==> src/logic/timer_pkg.sv <==
// Package with register map, field layout and state types of the delay-counter channel
package timer_pkg;

  // ----------------------------------------------------------------
  // Register offsets (byte addresses)
  // ----------------------------------------------------------------
  localparam logic [7:0] OFS_UNIT_CTRL  = 8'h00;
  localparam logic [7:0] OFS_PRESCALE   = 8'h04;
  localparam logic [7:0] OFS_MODE       = 8'h08;
  localparam logic [7:0] OFS_RELOAD     = 8'h0C;
  localparam logic [7:0] OFS_COUNT      = 8'h10;
  localparam logic [7:0] OFS_START      = 8'h14;
  localparam logic [7:0] OFS_STOP       = 8'h18;
  localparam logic [7:0] OFS_ENABLE     = 8'h1C;
  localparam logic [7:0] OFS_CH_STATUS  = 8'h20;
  localparam logic [7:0] OFS_IRQ_STATUS = 8'h24;
  localparam logic [7:0] OFS_IRQ_MASK   = 8'h28;

  // ----------------------------------------------------------------
  // Field positions
  // ----------------------------------------------------------------
  localparam int unsigned MODE_CSEL_LSB  = 0;
  localparam int unsigned MODE_EIGHT_BIT = 2;
  localparam int unsigned MODE_EDGE_LSB  = 3;
  localparam int unsigned MODE_FILTER    = 5;
  localparam int unsigned MODE_OUT_MODE  = 6;
  localparam int unsigned MODE_OUT_EN    = 7;
  localparam int unsigned TRIG_LOWER     = 0;
  localparam int unsigned TRIG_UPPER     = 1;
  localparam int unsigned IRQ_DONE       = 0;

  // ----------------------------------------------------------------
  // Widths, reset values and counts
  // ----------------------------------------------------------------
  localparam int unsigned CNT_W          = 16;
  localparam int unsigned PRESC_SEL_W    = 4;
  localparam int unsigned FILTER_SAMPLES = 2;
  localparam logic [15:0] RELOAD_RST     = 16'h0000;
  localparam logic [15:0] PRESCALE_RST   = 16'h0000;
  localparam logic [7:0]  MODE_RST       = 8'h00;

  // ----------------------------------------------------------------
  // Valid edge encodings and channel states
  // ----------------------------------------------------------------
  localparam logic [1:0] EDGE_FALL = 2'b00;
  localparam logic [1:0] EDGE_RISE = 2'b01;

  typedef enum logic [1:0] {
    ST_IDLE  = 2'b00,
    ST_WAIT  = 2'b01,
    ST_LOAD  = 2'b10,
    ST_COUNT = 2'b11
  } chan_state_type;

endpackage

==> src/logic/event_if.sv <==
// Interface between the channel core and its input conditioner
`timescale 1ns/1ns
interface event_if;
  logic       edge_pulse;
  logic       filter_en;
  logic [1:0] edge_sel;

  // Conditioner side
  modport cond (input filter_en, input edge_sel, output edge_pulse);
  // Channel side
  modport chan (output filter_en, output edge_sel, input edge_pulse);
endinterface

==> src/logic/input_conditioner.sv <==
// Synchroniser, optional noise filter and edge detector for the timer event input
`timescale 1ns/1ns
module input_conditioner
  import timer_pkg::*;
(
  // Clock and reset
  input  wire logic clk_i,
  input  wire logic rstn_i,
  // Control
  input  wire logic clear_i,
  // Pin
  input  wire logic timer_event_input_i,
  // Channel side
  event_if.cond     ev
);

  logic                      sync1_reg;
  logic                      sync2_reg;
  logic [FILTER_SAMPLES-1:0] hist_reg;
  logic                      level_reg;
  logic                      level_next;
  logic                      edge_reg;
  logic                      stable;
  logic                      rise;
  logic                      fall;

  // Two-stage synchroniser ahead of all other logic
  always_ff @(posedge clk_i or negedge rstn_i) begin
    if (!rstn_i) begin
      sync1_reg <= 1'b0;
      sync2_reg <= 1'b0;
    end else begin
      sync1_reg <= timer_event_input_i; // RULE_16
      sync2_reg <= sync1_reg;
    end
  end

  // Sample history for the filter
  always_ff @(posedge clk_i or negedge rstn_i) begin
    if (!rstn_i) begin
      hist_reg <= '0;
    end else begin
      hist_reg <= {hist_reg[FILTER_SAMPLES-2:0], sync2_reg};
    end
  end

  // Filter passes a level only after it held for all samples
  always_comb begin
    stable     = (&hist_reg & sync2_reg) | (~(|hist_reg) & ~sync2_reg);
    level_next = ev.filter_en ? (stable ? sync2_reg : level_reg) : sync2_reg; // RULE_15
    rise       = level_next & ~level_reg;
    fall       = ~level_next & level_reg;
  end

  // Level tracks even while cleared so power-up makes no false edge
  always_ff @(posedge clk_i or negedge rstn_i) begin
    if (!rstn_i) begin
      level_reg <= 1'b0;
      edge_reg  <= 1'b0;
    end else begin
      level_reg <= level_next;
      if (clear_i) begin
        edge_reg <= 1'b0;
      end else if (ev.edge_sel == EDGE_FALL) begin
        edge_reg <= fall;
      end else if (ev.edge_sel == EDGE_RISE) begin
        edge_reg <= rise;
      end else begin
        edge_reg <= rise | fall;
      end
    end
  end

  assign ev.edge_pulse = edge_reg;
endmodule

==> src/logic/timer_delay_counter.sv <==
// Delay-counter timer channel with APB registers, prescaler and interrupt
//
// Design decisions made here: the APB interface to the registers and the address map.
`timescale 1ns/1ns

// Overview of operation
// (RULE_01) The interrupt repeats every count clock period times reload value plus one.
// (RULE_02) A start write, lower or upper half, sets its enable bit and waits for an input edge.
// (RULE_03) A valid input edge loads the reload value, then the counter steps down once per count clock.
// (RULE_04) On reaching zero the channel raises its interrupt and halts until the next trigger.
// (RULE_05) While enabled, a further start write acts as a trigger and begins a countdown.
// (RULE_06) The reload value may be written any time and is used only at the next load.
// (RULE_07) The start bit is a one-shot trigger that always reads back as zero.
// (RULE_08) A stop write clears the enable bit and halts counting with the count held.
// (RULE_09) The count is readable at any time and the channel status register reads zero.
// (RULE_10) While the unit is powered down, writes to all other registers are ignored and its clock stops.
// (RULE_11) Powering the unit down returns all channel state and registers to reset values.
// (RULE_12) Only in 8-bit mode of a split channel may all four prescaled clocks be chosen.
// (RULE_13) Software keeps the output mode bit at zero for this function.
// (RULE_14) Software keeps the output pin enable at zero so the output stays idle.
// (RULE_15) The filter enable bit turns the input noise filter on or off.
// (RULE_16) The event input is synchronised before edge detection.
module timer_delay_counter
  import timer_pkg::*;
#(
  parameter bit SPLIT_CAPABLE = 1'b1
) (
  // Clock and reset
  input  wire logic        clk_i,
  input  wire logic        rstn_i,
  // APB slave
  input  wire logic        psel_i,
  input  wire logic        penable_i,
  input  wire logic        pwrite_i,
  input  wire logic [7:0]  paddr_i,
  input  wire logic [31:0] pwdata_i,
  output logic      [31:0] prdata_o,
  output logic             pready_o,
  output logic             pslverr_o,
  // Event pin
  input  wire logic        timer_event_input_i,
  // Interrupts
  output logic             channel_timer_irq_o,
  output logic             irq_o
);

  // ----------------------------------------------------------------
  // Declarations
  // ----------------------------------------------------------------
  logic                   unit_en_reg;
  logic [15:0]            presc_sel_reg;
  logic [15:0]            presc_cnt_reg;
  logic [7:0]             mode_reg;
  logic [CNT_W-1:0]       reload_reg;
  logic [CNT_W-1:0]       counter_reg;
  logic [CNT_W-1:0]       counter_next;
  logic [1:0]             enable_reg;
  logic [1:0]             enable_next;
  chan_state_type         state_reg;
  chan_state_type         state_next;
  logic                   irq_status_reg;
  logic                   irq_mask_reg;
  logic                   chan_irq_reg;
  logic                   irq_reg;
  logic [31:0]            prdata_reg;
  logic                   pready_reg;
  logic                   pslverr_reg;
  logic [31:0]            rdata_next;
  logic                   err_next;
  logic                   setup;
  logic                   wr_fire;
  logic                   wr_ok;
  logic                   start_lo;
  logic                   start_hi;
  logic                   stop_wr;
  logic                   sw_trig;
  logic                   hw_trig;
  logic                   trigger;
  logic                   eight_bit;
  logic [1:0]             csel_eff;
  logic [3:0]             tick_vec;
  logic                   tick;
  logic [CNT_W-1:0]       reload_eff;
  logic                   done;
  logic                   hold_ok;

  event_if ev ();

  // ----------------------------------------------------------------
  // Input conditioner
  // ----------------------------------------------------------------
  input_conditioner u_cond (
    .clk_i               (clk_i),
    .rstn_i              (rstn_i),
    .clear_i             (~unit_en_reg),
    .timer_event_input_i (timer_event_input_i),
    .ev                  (ev.cond)
  );

  assign ev.filter_en = mode_reg[MODE_FILTER];
  assign ev.edge_sel  = mode_reg[MODE_EDGE_LSB +: 2];

  // ----------------------------------------------------------------
  // APB decode
  // ----------------------------------------------------------------
  // Writes land only in the access cycle, and only the power bit while the unit is off
  always_comb begin
    setup    = psel_i & ~penable_i;
    wr_fire  = psel_i & penable_i & pready_reg & pwrite_i;
    wr_ok    = wr_fire & (unit_en_reg | (paddr_i == OFS_UNIT_CTRL)); // RULE_10
    start_lo = wr_ok & (paddr_i == OFS_START) & pwdata_i[TRIG_LOWER];
    start_hi = wr_ok & (paddr_i == OFS_START) & pwdata_i[TRIG_UPPER] & SPLIT_CAPABLE;
    stop_wr  = wr_ok & (paddr_i == OFS_STOP) & (pwdata_i[TRIG_LOWER] | (pwdata_i[TRIG_UPPER] & SPLIT_CAPABLE));
    hold_ok  = unit_en_reg & ~stop_wr;
  end

  // Read data mux, captured in the setup cycle
  always_comb begin
    rdata_next = 32'h0000_0000;
    err_next   = 1'b0;
    unique case (paddr_i)
      OFS_UNIT_CTRL:  rdata_next[0]     = unit_en_reg;
      OFS_PRESCALE:   rdata_next[15:0]  = presc_sel_reg;
      OFS_MODE:       rdata_next[7:0]   = mode_reg;
      OFS_RELOAD:     rdata_next[15:0]  = reload_reg;
      OFS_COUNT:      rdata_next[15:0]  = counter_reg; // RULE_09
      OFS_START:      rdata_next        = 32'h0000_0000; // RULE_07
      OFS_STOP:       rdata_next        = 32'h0000_0000;
      OFS_ENABLE:     rdata_next[1:0]   = enable_reg;
      OFS_CH_STATUS:  rdata_next        = 32'h0000_0000; // RULE_09
      OFS_IRQ_STATUS: rdata_next[0]     = irq_status_reg;
      OFS_IRQ_MASK:   rdata_next[0]     = irq_mask_reg;
      default:        err_next          = 1'b1;
    endcase
  end

  // No wait state: ready rises in the first access cycle
  always_ff @(posedge clk_i or negedge rstn_i) begin
    if (!rstn_i) begin
      pready_reg  <= 1'b0;
      pslverr_reg <= 1'b0;
      prdata_reg  <= 32'h0000_0000;
    end else begin
      pready_reg  <= setup;
      pslverr_reg <= setup & err_next;
      if (setup) begin
        prdata_reg <= pwrite_i ? 32'h0000_0000 : rdata_next;
      end
    end
  end

  // ----------------------------------------------------------------
  // Configuration registers
  // ----------------------------------------------------------------
  // Unit power bit
  always_ff @(posedge clk_i or negedge rstn_i) begin
    if (!rstn_i) begin
      unit_en_reg <= 1'b0;
    end else if (wr_ok && paddr_i == OFS_UNIT_CTRL) begin
      unit_en_reg <= pwdata_i[0];
    end
  end

  // Prescaler, mode and reload registers; cleared while powered down
  always_ff @(posedge clk_i or negedge rstn_i) begin
    if (!rstn_i) begin
      presc_sel_reg <= PRESCALE_RST;
      mode_reg      <= MODE_RST;
      reload_reg    <= RELOAD_RST;
    end else if (!unit_en_reg) begin
      presc_sel_reg <= PRESCALE_RST; // RULE_11
      mode_reg      <= MODE_RST;
      reload_reg    <= RELOAD_RST;
    end else if (wr_ok) begin
      if (paddr_i == OFS_PRESCALE) begin
        presc_sel_reg <= pwdata_i[15:0];
      end
      // Mode is frozen while the channel runs
      if (paddr_i == OFS_MODE && enable_reg == 2'b00) begin
        mode_reg <= pwdata_i[7:0];
      end
      if (paddr_i == OFS_RELOAD) begin
        reload_reg <= pwdata_i[15:0]; // RULE_06
      end
    end
  end

  // ----------------------------------------------------------------
  // Prescaler
  // ----------------------------------------------------------------
  // Free counter, stopped and cleared with the unit clock
  always_ff @(posedge clk_i or negedge rstn_i) begin
    if (!rstn_i) begin
      presc_cnt_reg <= 16'h0000;
    end else if (!unit_en_reg) begin
      presc_cnt_reg <= 16'h0000; // RULE_10
    end else begin
      presc_cnt_reg <= presc_cnt_reg + 16'h0001;
    end
  end

  // Each output ticks once every 2**select cycles
  always_comb begin
    logic [15:0] msk;
    msk = 16'h0000;
    for (int k = 0; k < 4; k++) begin
      msk         = (16'h0001 << presc_sel_reg[k*PRESC_SEL_W +: PRESC_SEL_W]) - 16'h0001;
      tick_vec[k] = unit_en_reg & ((presc_cnt_reg & msk) == msk);
    end
  end

  // Count clock choice; full choice only in 8-bit split mode
  always_comb begin
    eight_bit  = SPLIT_CAPABLE & mode_reg[MODE_EIGHT_BIT];
    csel_eff   = eight_bit ? mode_reg[MODE_CSEL_LSB +: 2] : {1'b0, mode_reg[MODE_CSEL_LSB]}; // RULE_12
    tick       = tick_vec[csel_eff];
    reload_eff = eight_bit ? {8'h00, reload_reg[7:0]} : reload_reg;
  end

  // ----------------------------------------------------------------
  // Channel control
  // ----------------------------------------------------------------
  // Enable status and triggers
  always_comb begin
    enable_next = enable_reg;
    if (!unit_en_reg) begin
      enable_next = 2'b00;
    end else if (stop_wr) begin
      enable_next[TRIG_LOWER] = enable_reg[TRIG_LOWER] & ~pwdata_i[TRIG_LOWER]; // RULE_08
      enable_next[TRIG_UPPER] = enable_reg[TRIG_UPPER] & ~(pwdata_i[TRIG_UPPER] & SPLIT_CAPABLE);
    end else begin
      enable_next[TRIG_LOWER] = enable_reg[TRIG_LOWER] | start_lo; // RULE_02
      enable_next[TRIG_UPPER] = enable_reg[TRIG_UPPER] | start_hi;
    end
    sw_trig = (start_lo & enable_reg[TRIG_LOWER]) | (start_hi & enable_reg[TRIG_UPPER]); // RULE_05
    hw_trig = ev.edge_pulse & (|enable_reg); // RULE_03
    trigger = (sw_trig | hw_trig) & (state_reg != ST_IDLE);
  end

  // Countdown sequencing; the load waits for the first count clock after a trigger
  always_comb begin
    state_next   = state_reg;
    counter_next = counter_reg;
    done         = 1'b0;
    if (!unit_en_reg) begin
      state_next   = ST_IDLE; // RULE_11
      counter_next = '0;
    end else if (enable_next == 2'b00) begin
      state_next = ST_IDLE; // RULE_08
    end else begin
      unique case (state_reg)
        ST_IDLE: begin
          state_next = ST_WAIT; // RULE_02
        end
        ST_WAIT: begin
          if (trigger) begin
            state_next = ST_LOAD;
          end
        end
        ST_LOAD: begin
          if (tick) begin
            counter_next = reload_eff; // RULE_03
            if (trigger) begin
              state_next = ST_LOAD; // RULE_05
            end else if (reload_eff == '0) begin
              state_next = ST_WAIT;
              done       = 1'b1; // RULE_01
            end else begin
              state_next = ST_COUNT;
            end
          end
        end
        ST_COUNT: begin
          if (trigger) begin
            state_next = ST_LOAD;
          end else if (tick) begin
            counter_next = counter_reg - 16'h0001; // RULE_03
            if (counter_reg == 16'h0001) begin
              state_next = ST_WAIT; // RULE_04
              done       = 1'b1;
            end
          end
        end
      endcase
    end
  end

  // Channel state registers
  always_ff @(posedge clk_i or negedge rstn_i) begin
    if (!rstn_i) begin
      state_reg   <= ST_IDLE;
      counter_reg <= '0;
      enable_reg  <= 2'b00;
    end else begin
      state_reg   <= state_next;
      counter_reg <= counter_next;
      enable_reg  <= enable_next;
    end
  end

  // ----------------------------------------------------------------
  // Interrupts
  // ----------------------------------------------------------------
  // Sticky status, write one to clear, a new event wins over the clear
  always_ff @(posedge clk_i or negedge rstn_i) begin
    if (!rstn_i) begin
      irq_status_reg <= 1'b0;
      irq_mask_reg   <= 1'b0;
      chan_irq_reg   <= 1'b0;
      irq_reg        <= 1'b0;
    end else begin
      chan_irq_reg <= done; // RULE_04
      irq_reg      <= irq_status_reg & irq_mask_reg;
      if (!unit_en_reg) begin
        irq_status_reg <= 1'b0;
        irq_mask_reg   <= 1'b0;
      end else begin
        if (done) begin
          irq_status_reg <= 1'b1;
        end else if (wr_ok && paddr_i == OFS_IRQ_STATUS && pwdata_i[IRQ_DONE]) begin
          irq_status_reg <= 1'b0;
        end
        if (wr_ok && paddr_i == OFS_IRQ_MASK) begin
          irq_mask_reg <= pwdata_i[IRQ_DONE];
        end
      end
    end
  end

  // Outputs
  assign prdata_o            = prdata_reg;
  assign pready_o            = pready_reg;
  assign pslverr_o           = pslverr_reg;
  assign channel_timer_irq_o = chan_irq_reg;
  assign irq_o               = irq_reg;
endmodule

==> config.mk <==
export PLATFORM = sky130hd
export DESIGN_NAME = timer_delay_counter
export DESIGN_NICKNAME = d
export VERILOG_FILES = /design/src/logic/timer_pkg.sv /design/src/logic/event_if.sv /design/src/logic/input_conditioner.sv /design/src/logic/timer_delay_counter.sv
export SDC_FILE = /design/constraint.sdc
export NUM_CORES = 1
export LEC_CHECK = 0
export BUFFER_PORTS_ARGS = -buffer_cell sky130_fd_sc_hd__buf_2
export CAP_MARGIN = 20
export CORE_MARGIN = 1
export CORE_UTILIZATION = 59
export CTS_CLUSTER_SIZE = 20
export DETAILED_ROUTE_END_ITERATION = 10
export HOLD_SLACK_MARGIN = 0.06
export PLACE_DENSITY = 0.86
export SYNTH_ARGS = -nofsm -noshare
export SYNTH_HDL_FRONTEND = slang
export SYNTH_SLANG_ARGS = --single-unit
==> constraint.sdc <==
create_clock -name clk_i -period 4.4 [get_ports clk_i]
set_input_delay 0.66 -clock clk_i [delete_from_list [all_inputs] [get_ports clk_i]]
set_output_delay 0.66 -clock clk_i [all_outputs]
set_load 0.005 [all_outputs]
# After elaboration in Yosys (flattened, before gate mapping)
# Index checks and enable logic that the tools add are counted.
# totals
n_memories	0
latch_bits	0
output_inout_bits	36
ram_bits	0
input_bits	46
reg_bits	121
elab_cells	188
rom_bits	0
# classes
order_cmp	1
n_eq_ne	34
n_shift	4
addsub	6
div_mod_pow	0
muxes	57
reduce_logical	21
bitwise_logic	45
multipliers	0
# ops
cell	count
two-way mux 16 bit	14
subtractor 16 x 1 -> 16 bit, second input constant	5
bitwise AND 16 bit	4
equality test 16 bit	4
<< shifter 1 x 4 -> 16 bit, first input constant	4
equality test 8 x 5 -> 1 bit, second input constant	4
case mux 16 bit (2 select lines)	1
bitwise AND 1 bit	26
equality test 8 x 6 -> 1 bit, second input constant	3
two-way mux 2 bit	12
two-way mux 8 bit	3
case mux 6 bit (4 select lines)	1
case mux 8 bit (3 select lines)	1
two-way mux 1 bit	20
adder 16 x 1 -> 16 bit, second input constant	1
equality test 16 x 1 -> 1 bit, second input constant	1
equality test 8 x 4 -> 1 bit, second input constant	2
zero test 16 bit	1
OR reduction 11 bit	1
!= test 2 x 1 -> 1 bit, second input constant	5
!= test 5 bit, second input constant	2
!= test 3 bit, second input constant	3
equality test 8 x 3 -> 1 bit, second input constant	1
zero test 2 bit	4
20 further kinds	45

# Depth between registers and ports, before layout
# depth
ltp_word	17
mapped_depth	14
depth_no_buf	11

# Modules after synthesis
# From an unflattened synthesis, not the netlist that was laid out.
# unflattened
cells_unflattened	814
area_unflattened_um2	6802.8
# by_module_without_submodules
mod	cells_per_inst	seq_area_each_um2	n_inst	area_per_inst_um2
timer_delay_counter	794	2452.4	1	6565.0
input_conditioner	20	150.1	1	237.7

# Worst setup path before layout
# No wires, ideal clock.
# synth_path
path_type	reg-to-reg
from	register presc_sel_reg[9]
to	register counter_reg[2]
path_slack_ns	0.864
t_arrival_ns	3.397
period_less_slack_ns	3.536
required_time_ns	4.261
path_buffers	2
setup_time_ns	0.139
path_stages_with_launch	13
cell_sequence	dfrtp_1 > clkbuf_1 > or4_1 > ha_1 > clkbuf_1 > or2_1 > or4_1 > nand3_1 > a211o_1 > nor4_2 > o32ai_2 > nor3_1 > or4_1
# synth_via
elab_chain_len	9
word_cells_on_any_way	10
cone_classes	1 x add/sub; 3 x eq/ne; 1 x shift; 2 x mux; 2 x bitwise; 1 x reduce/logical
# synth_lines
item	line	rtl
start, declared	timer_delay_counter.sv:51	logic [15:0] presc_sel_reg;
start signal, assigned	timer_delay_counter.sv:176	presc_sel_reg <= pwdata_i[15:0];
<< shifter 1 x 4 -> 16 bit (*)	timer_delay_counter.sv:207	msk = (16'h0001 << presc_sel_reg[k*PRESC_SEL_W +: PRESC_SEL_W]) - 16'h0001;
subtractor 16 x 1 -> 16 bit (*)	timer_delay_counter.sv:207	
bitwise AND 16 bit	timer_delay_counter.sv:208	tick_vec[k] = unit_en_reg & ((presc_cnt_reg & msk) == msk);
equality test 16 bit (*)	timer_delay_counter.sv:208	
bitwise AND 1 bit (*)	timer_delay_counter.sv:208	
binary-select mux 1 bit (select 2 bit) (*)	timer_delay_counter.sv:216	tick = tick_vec[csel_eff];
two-way mux 1 bit (implied by the code) (*)	timer_delay_counter.sv:216	
!= test 3 bit (no line)	n/a	
AND reduction 5 bit (no line) (*)	n/a	
end signal, assigned	timer_delay_counter.sv:296	counter_reg <= counter_next;
end, declared	timer_delay_counter.sv:55	logic [CNT_W-1:0] counter_reg;
# Mark *: on every way between the ends. The rest lies on a longest branch, timed or not. The select of a mux whose other input is x is not followed.
# A chain may end at the register's enable or synchronous reset.

# Worst setup path in the final report
# layout_path
from	register presc_sel_reg[10]
to	register counter_reg[2]
# Same word-level chain as after synthesis.

==> key figures <==
Outcome
  • Status: finished clean

Floorplanning
  • I/O pin count: 82
  • Width of the die: about 110 um
  • Initial core utilization: 0.6118
  • # rows: 38
  • Core area: between 10000 and 15000 sq um
  • Die area: ~12000 sq um
  • DIE HEIGHT: about 110 um

CTS
  • Number of post-CTS setup repair buffers: 0
  • # resized after CTS: 0
  • Hold-fix buffers at CTS: 0
  • CTS tree: yes
  • Clock Tree Buf Depth: 2
  • Clock-pin slew on the worst setup and hold paths: roughly 0.070 ns
  • H-tree depth: 3
  • Inserted Clock Buffers: 9
  • Root Buffer: clkbuf_16
  • Clk sinks: 104
  • Worst-Skew Late Latency: between 0.3 and 0.4 ns

Yosys
  • Largest cells by area after synthesis: dfrtp_1 (39%), nand2_1 (7.1%), a21oi_1 (5.2%), nor2_1 (4.6%), clkbuf_1 (3.1%)
  • Post-synthesis sequential area ratio: 0.3890
  • Post-synth top cells: nand2_1 (127), dfrtp_1 (104), nor2_1 (82)
  • EDFF count, synth: 0
  • Ys Warns: 0
  • Post-synth top area share: 0.3890
  • Most common cell in the netlist: nand2_1
  • Post-synthesis cell count: 824
  • Synthesized flop and latch total: about 100
  • Async S/R FF share, synth: 1.000
  • Primary FF master, synth: dfrtp_1
  • Mapped cell area: roughly 6700 sq um
  • Synthesized area per cell: between 8 and 9 sq um
  • Synth unique cells: 76
  • Synth area leader: dfrtp_1

Timing
  • TNS Setup: 0 ns
  • Measured slew at the worst slew-check pin: between 1 and 1.5 ns
  • Setup Viol. Count Final: 0
  • Setup ws final: ~0.53 ns
  • Fin Clk Skew: 0.009620 ns
  • FMAX: 258.2 MHz
  • RSZ-0062 raised after global routing: no
  • Fin. max-slew vios: 0
  • Final worst path period need: a little under 4 ns
  • Fin crit share: 0.8801
  • Final hold violations: 0
  • Headroom to the max-slew limit: 0.3296

Global route
  • Initial antenna violation count: 0
  • First-pass GRT wire length: about 30000 um
  • Largest net degree at the start of global routing: 78
  • Vias in the first global route: a little under 6000
  • Gr usage total: 0.3342
  • GR Overflow Total: 0

Finish
  • Area grow syn2layout: 6.770%
  • Area of the multi-input gates: approximately 3700 sq um
  • Sequential cell area: 2603 sq um
  • Diode count: 0
  • Nets: slightly below 900
  • Fillers: 916
  • Ratio of cells with drive above 1 in the final layout: 0.1139

Worst setup path
  • Crit-path cells: or4_1 -> ha_1 -> or2_1 -> or4_1 -> nand3_1 -> a211o_1 -> nor4_2 -> o32ai_2 -> nor3_1 -> or4_1
  • CP endpoint kind: register
  • Crit Reg-Reg Startpoint: presc_sel_reg[10]$_DFFE_PN0P_
  • Worst path arrival time: between 4 and 5 ns
  • Crit path max-delay family: simple AND/OR/NAND/NOR gates
  • Worst Path Required: between 4 and 5 ns
  • WP depth: 10
  • R2R depth: 10
  • CP max FO: 14
  • Buf/Inv on CP: 0
  • Crit path kind: reg2reg
  • Critical Path Start Type: register
  • Worst R2R End: counter_reg[2]$_DFFE_PN0P_
  • Most Frequent Cell on Critical Path: or4_1
  • Crit path max-delay cell type: o32ai_2
  • Max incr delay on CP: between 0.6 and 0.7 ns
  • Flop-to-flop setup slack: approximately 0.53 ns

Placement
  • Hpwl dp: roughly 13000 um
  • Place WS: 0.5763 ns
  • Port-buffer cells: 49
  • Placer Congestion: 0.8840

Power and ir drop
  • PD cells: ~250 nW/um^2
  • Maximum vdd ir drop: between 0.0002 and 0.0003 V
  • Pleak: 0.003022 uW

Routing
  • Iter 0 DRT Violations: between 700 and 800
  • Residual DRC: 0
  • Remaining antenna violation count: 0
  • Drt wl/cell: 19.12 um
  • First-pass detailed-route iteration total: 9
  • Vias per inst: ~6.7
  • DRT Wirelength: ~19000 um
  • Via count: roughly 6500

Flow run
  • Max-cap violation count: 0

Worst hold path
  • Worst min-delay path category: reg2reg
  • HP Start: u_cond.sync1_reg$_DFF_PN0_
  • Hold path endpoint: u_cond.sync2_reg$_DFF_PN0_
  • Hold depth: 0
==> worst max path at each step <==
stage / start / end
after floorplan: presc_sel_reg[9]$_DFFE_PN0P_ / counter_reg[2]$_DFFE_PN0P_
after global placement: presc_sel_reg[11]$_DFFE_PN0P_ / counter_reg[2]$_DFFE_PN0P_
after detailed placement: presc_sel_reg[11]$_DFFE_PN0P_ / counter_reg[2]$_DFFE_PN0P_
after CTS: presc_sel_reg[11]$_DFFE_PN0P_ / counter_reg[2]$_DFFE_PN0P_
after global routing: presc_sel_reg[15]$_DFFE_PN0P_ / counter_reg[1]$_DFFE_PN0P_
final: presc_sel_reg[10]$_DFFE_PN0P_ / counter_reg[2]$_DFFE_PN0P_
==> cells in the final DEF, fill, tap and decap left out, types with 6 or more instances in the layout <==
cell type,instances
a211oi_1,8
a21oi_1,69
a221o_1,9
a22o_1,21
a22oi_1,10
a31oi_1,12
and2_1,7
and3_1,7
buf_2,48
buf_4,13
clkbuf_16,9
conb_1,16
dfrtp_1,104
ha_1,9
inv_1,21
mux2i_1,9
nand2_1,127
nand3_1,20
nand4_1,10
nor2_1,82
nor2b_1,6
nor3_1,30
nor4_1,17
o21ai_0,26
o21ai_1,7
o311ai_1,7
o31ai_1,9
or3_1,9
or4_1,6
xnor2_1,8
xor2_1,10
==> layout make-up <==
class	count	share of cell area
clock inverters	7	0.007532
repair buffers	61	0.04729
clock buffers	9	0.03153
well taps	140	0.02452
flip-flops and latches	104	0.3643
multi-input cells	630	0.5127
inverters	23	0.01209
==> worst register-to-register path, delay by kind of cell (launching register included) <==
family,cells,cell delay [ns]
flip-flops,1,0.54
AO/OA/AOI/OAI,2,0.72
AND/OR/NAND/NOR,7,2.16
adder cells (fa/ha/maj),1,0.32
==> per-layer routing <==
layer  vias up  track usage  share of wire
met3        50      0.06811           0.10
met1      3083       0.4545           0.40
met2       410       0.5212           0.47
met5         -            0              0
met4         0       0.1342          0.029
li1       2962            -              -
==> where the power goes <==
group	total, uW	internal [uW]	switching (uW)	leakage [uW]
Combinational	67.5	17.8	49.7	0.00144
Clock	768	390	378	0.000141
Sequential	961	959	2.59	0.00144
Total	1800	1370	430	0.00302
==> stage by stage <==
step	cell area (sq um)	hold slack (ns)	cells	utilization	power [uW]
after floorplan	6746	0.3312	839	-	1012
after global placement	6864	0.3438	958	0.6277	1044
after detailed placement	6864	0.3478	958	0.6277	1047
after CTS	7143	0.3641	974	0.6532	1811
after global routing	7143	0.3668	974	0.6532	1859
final	7143	0.3663	974	0.6532	1797
==> cells by family after synthesis <==
family / Yosys count / synth area share
adders and majority gates: 9 / 0.01683
AOI/OAI and AO/OA: 224 / 0.2282
muxes: 12 / 0.01852
and+or+nand+nor: 351 / 0.2514
DFF: 104 / 0.3890
buffers and inverters: 105 / 0.07200
other: 1 / 0.0005605
xor gates and xnor gates: 18 / 0.02356
Note: power is estimated with default switching activity, not from simulation.
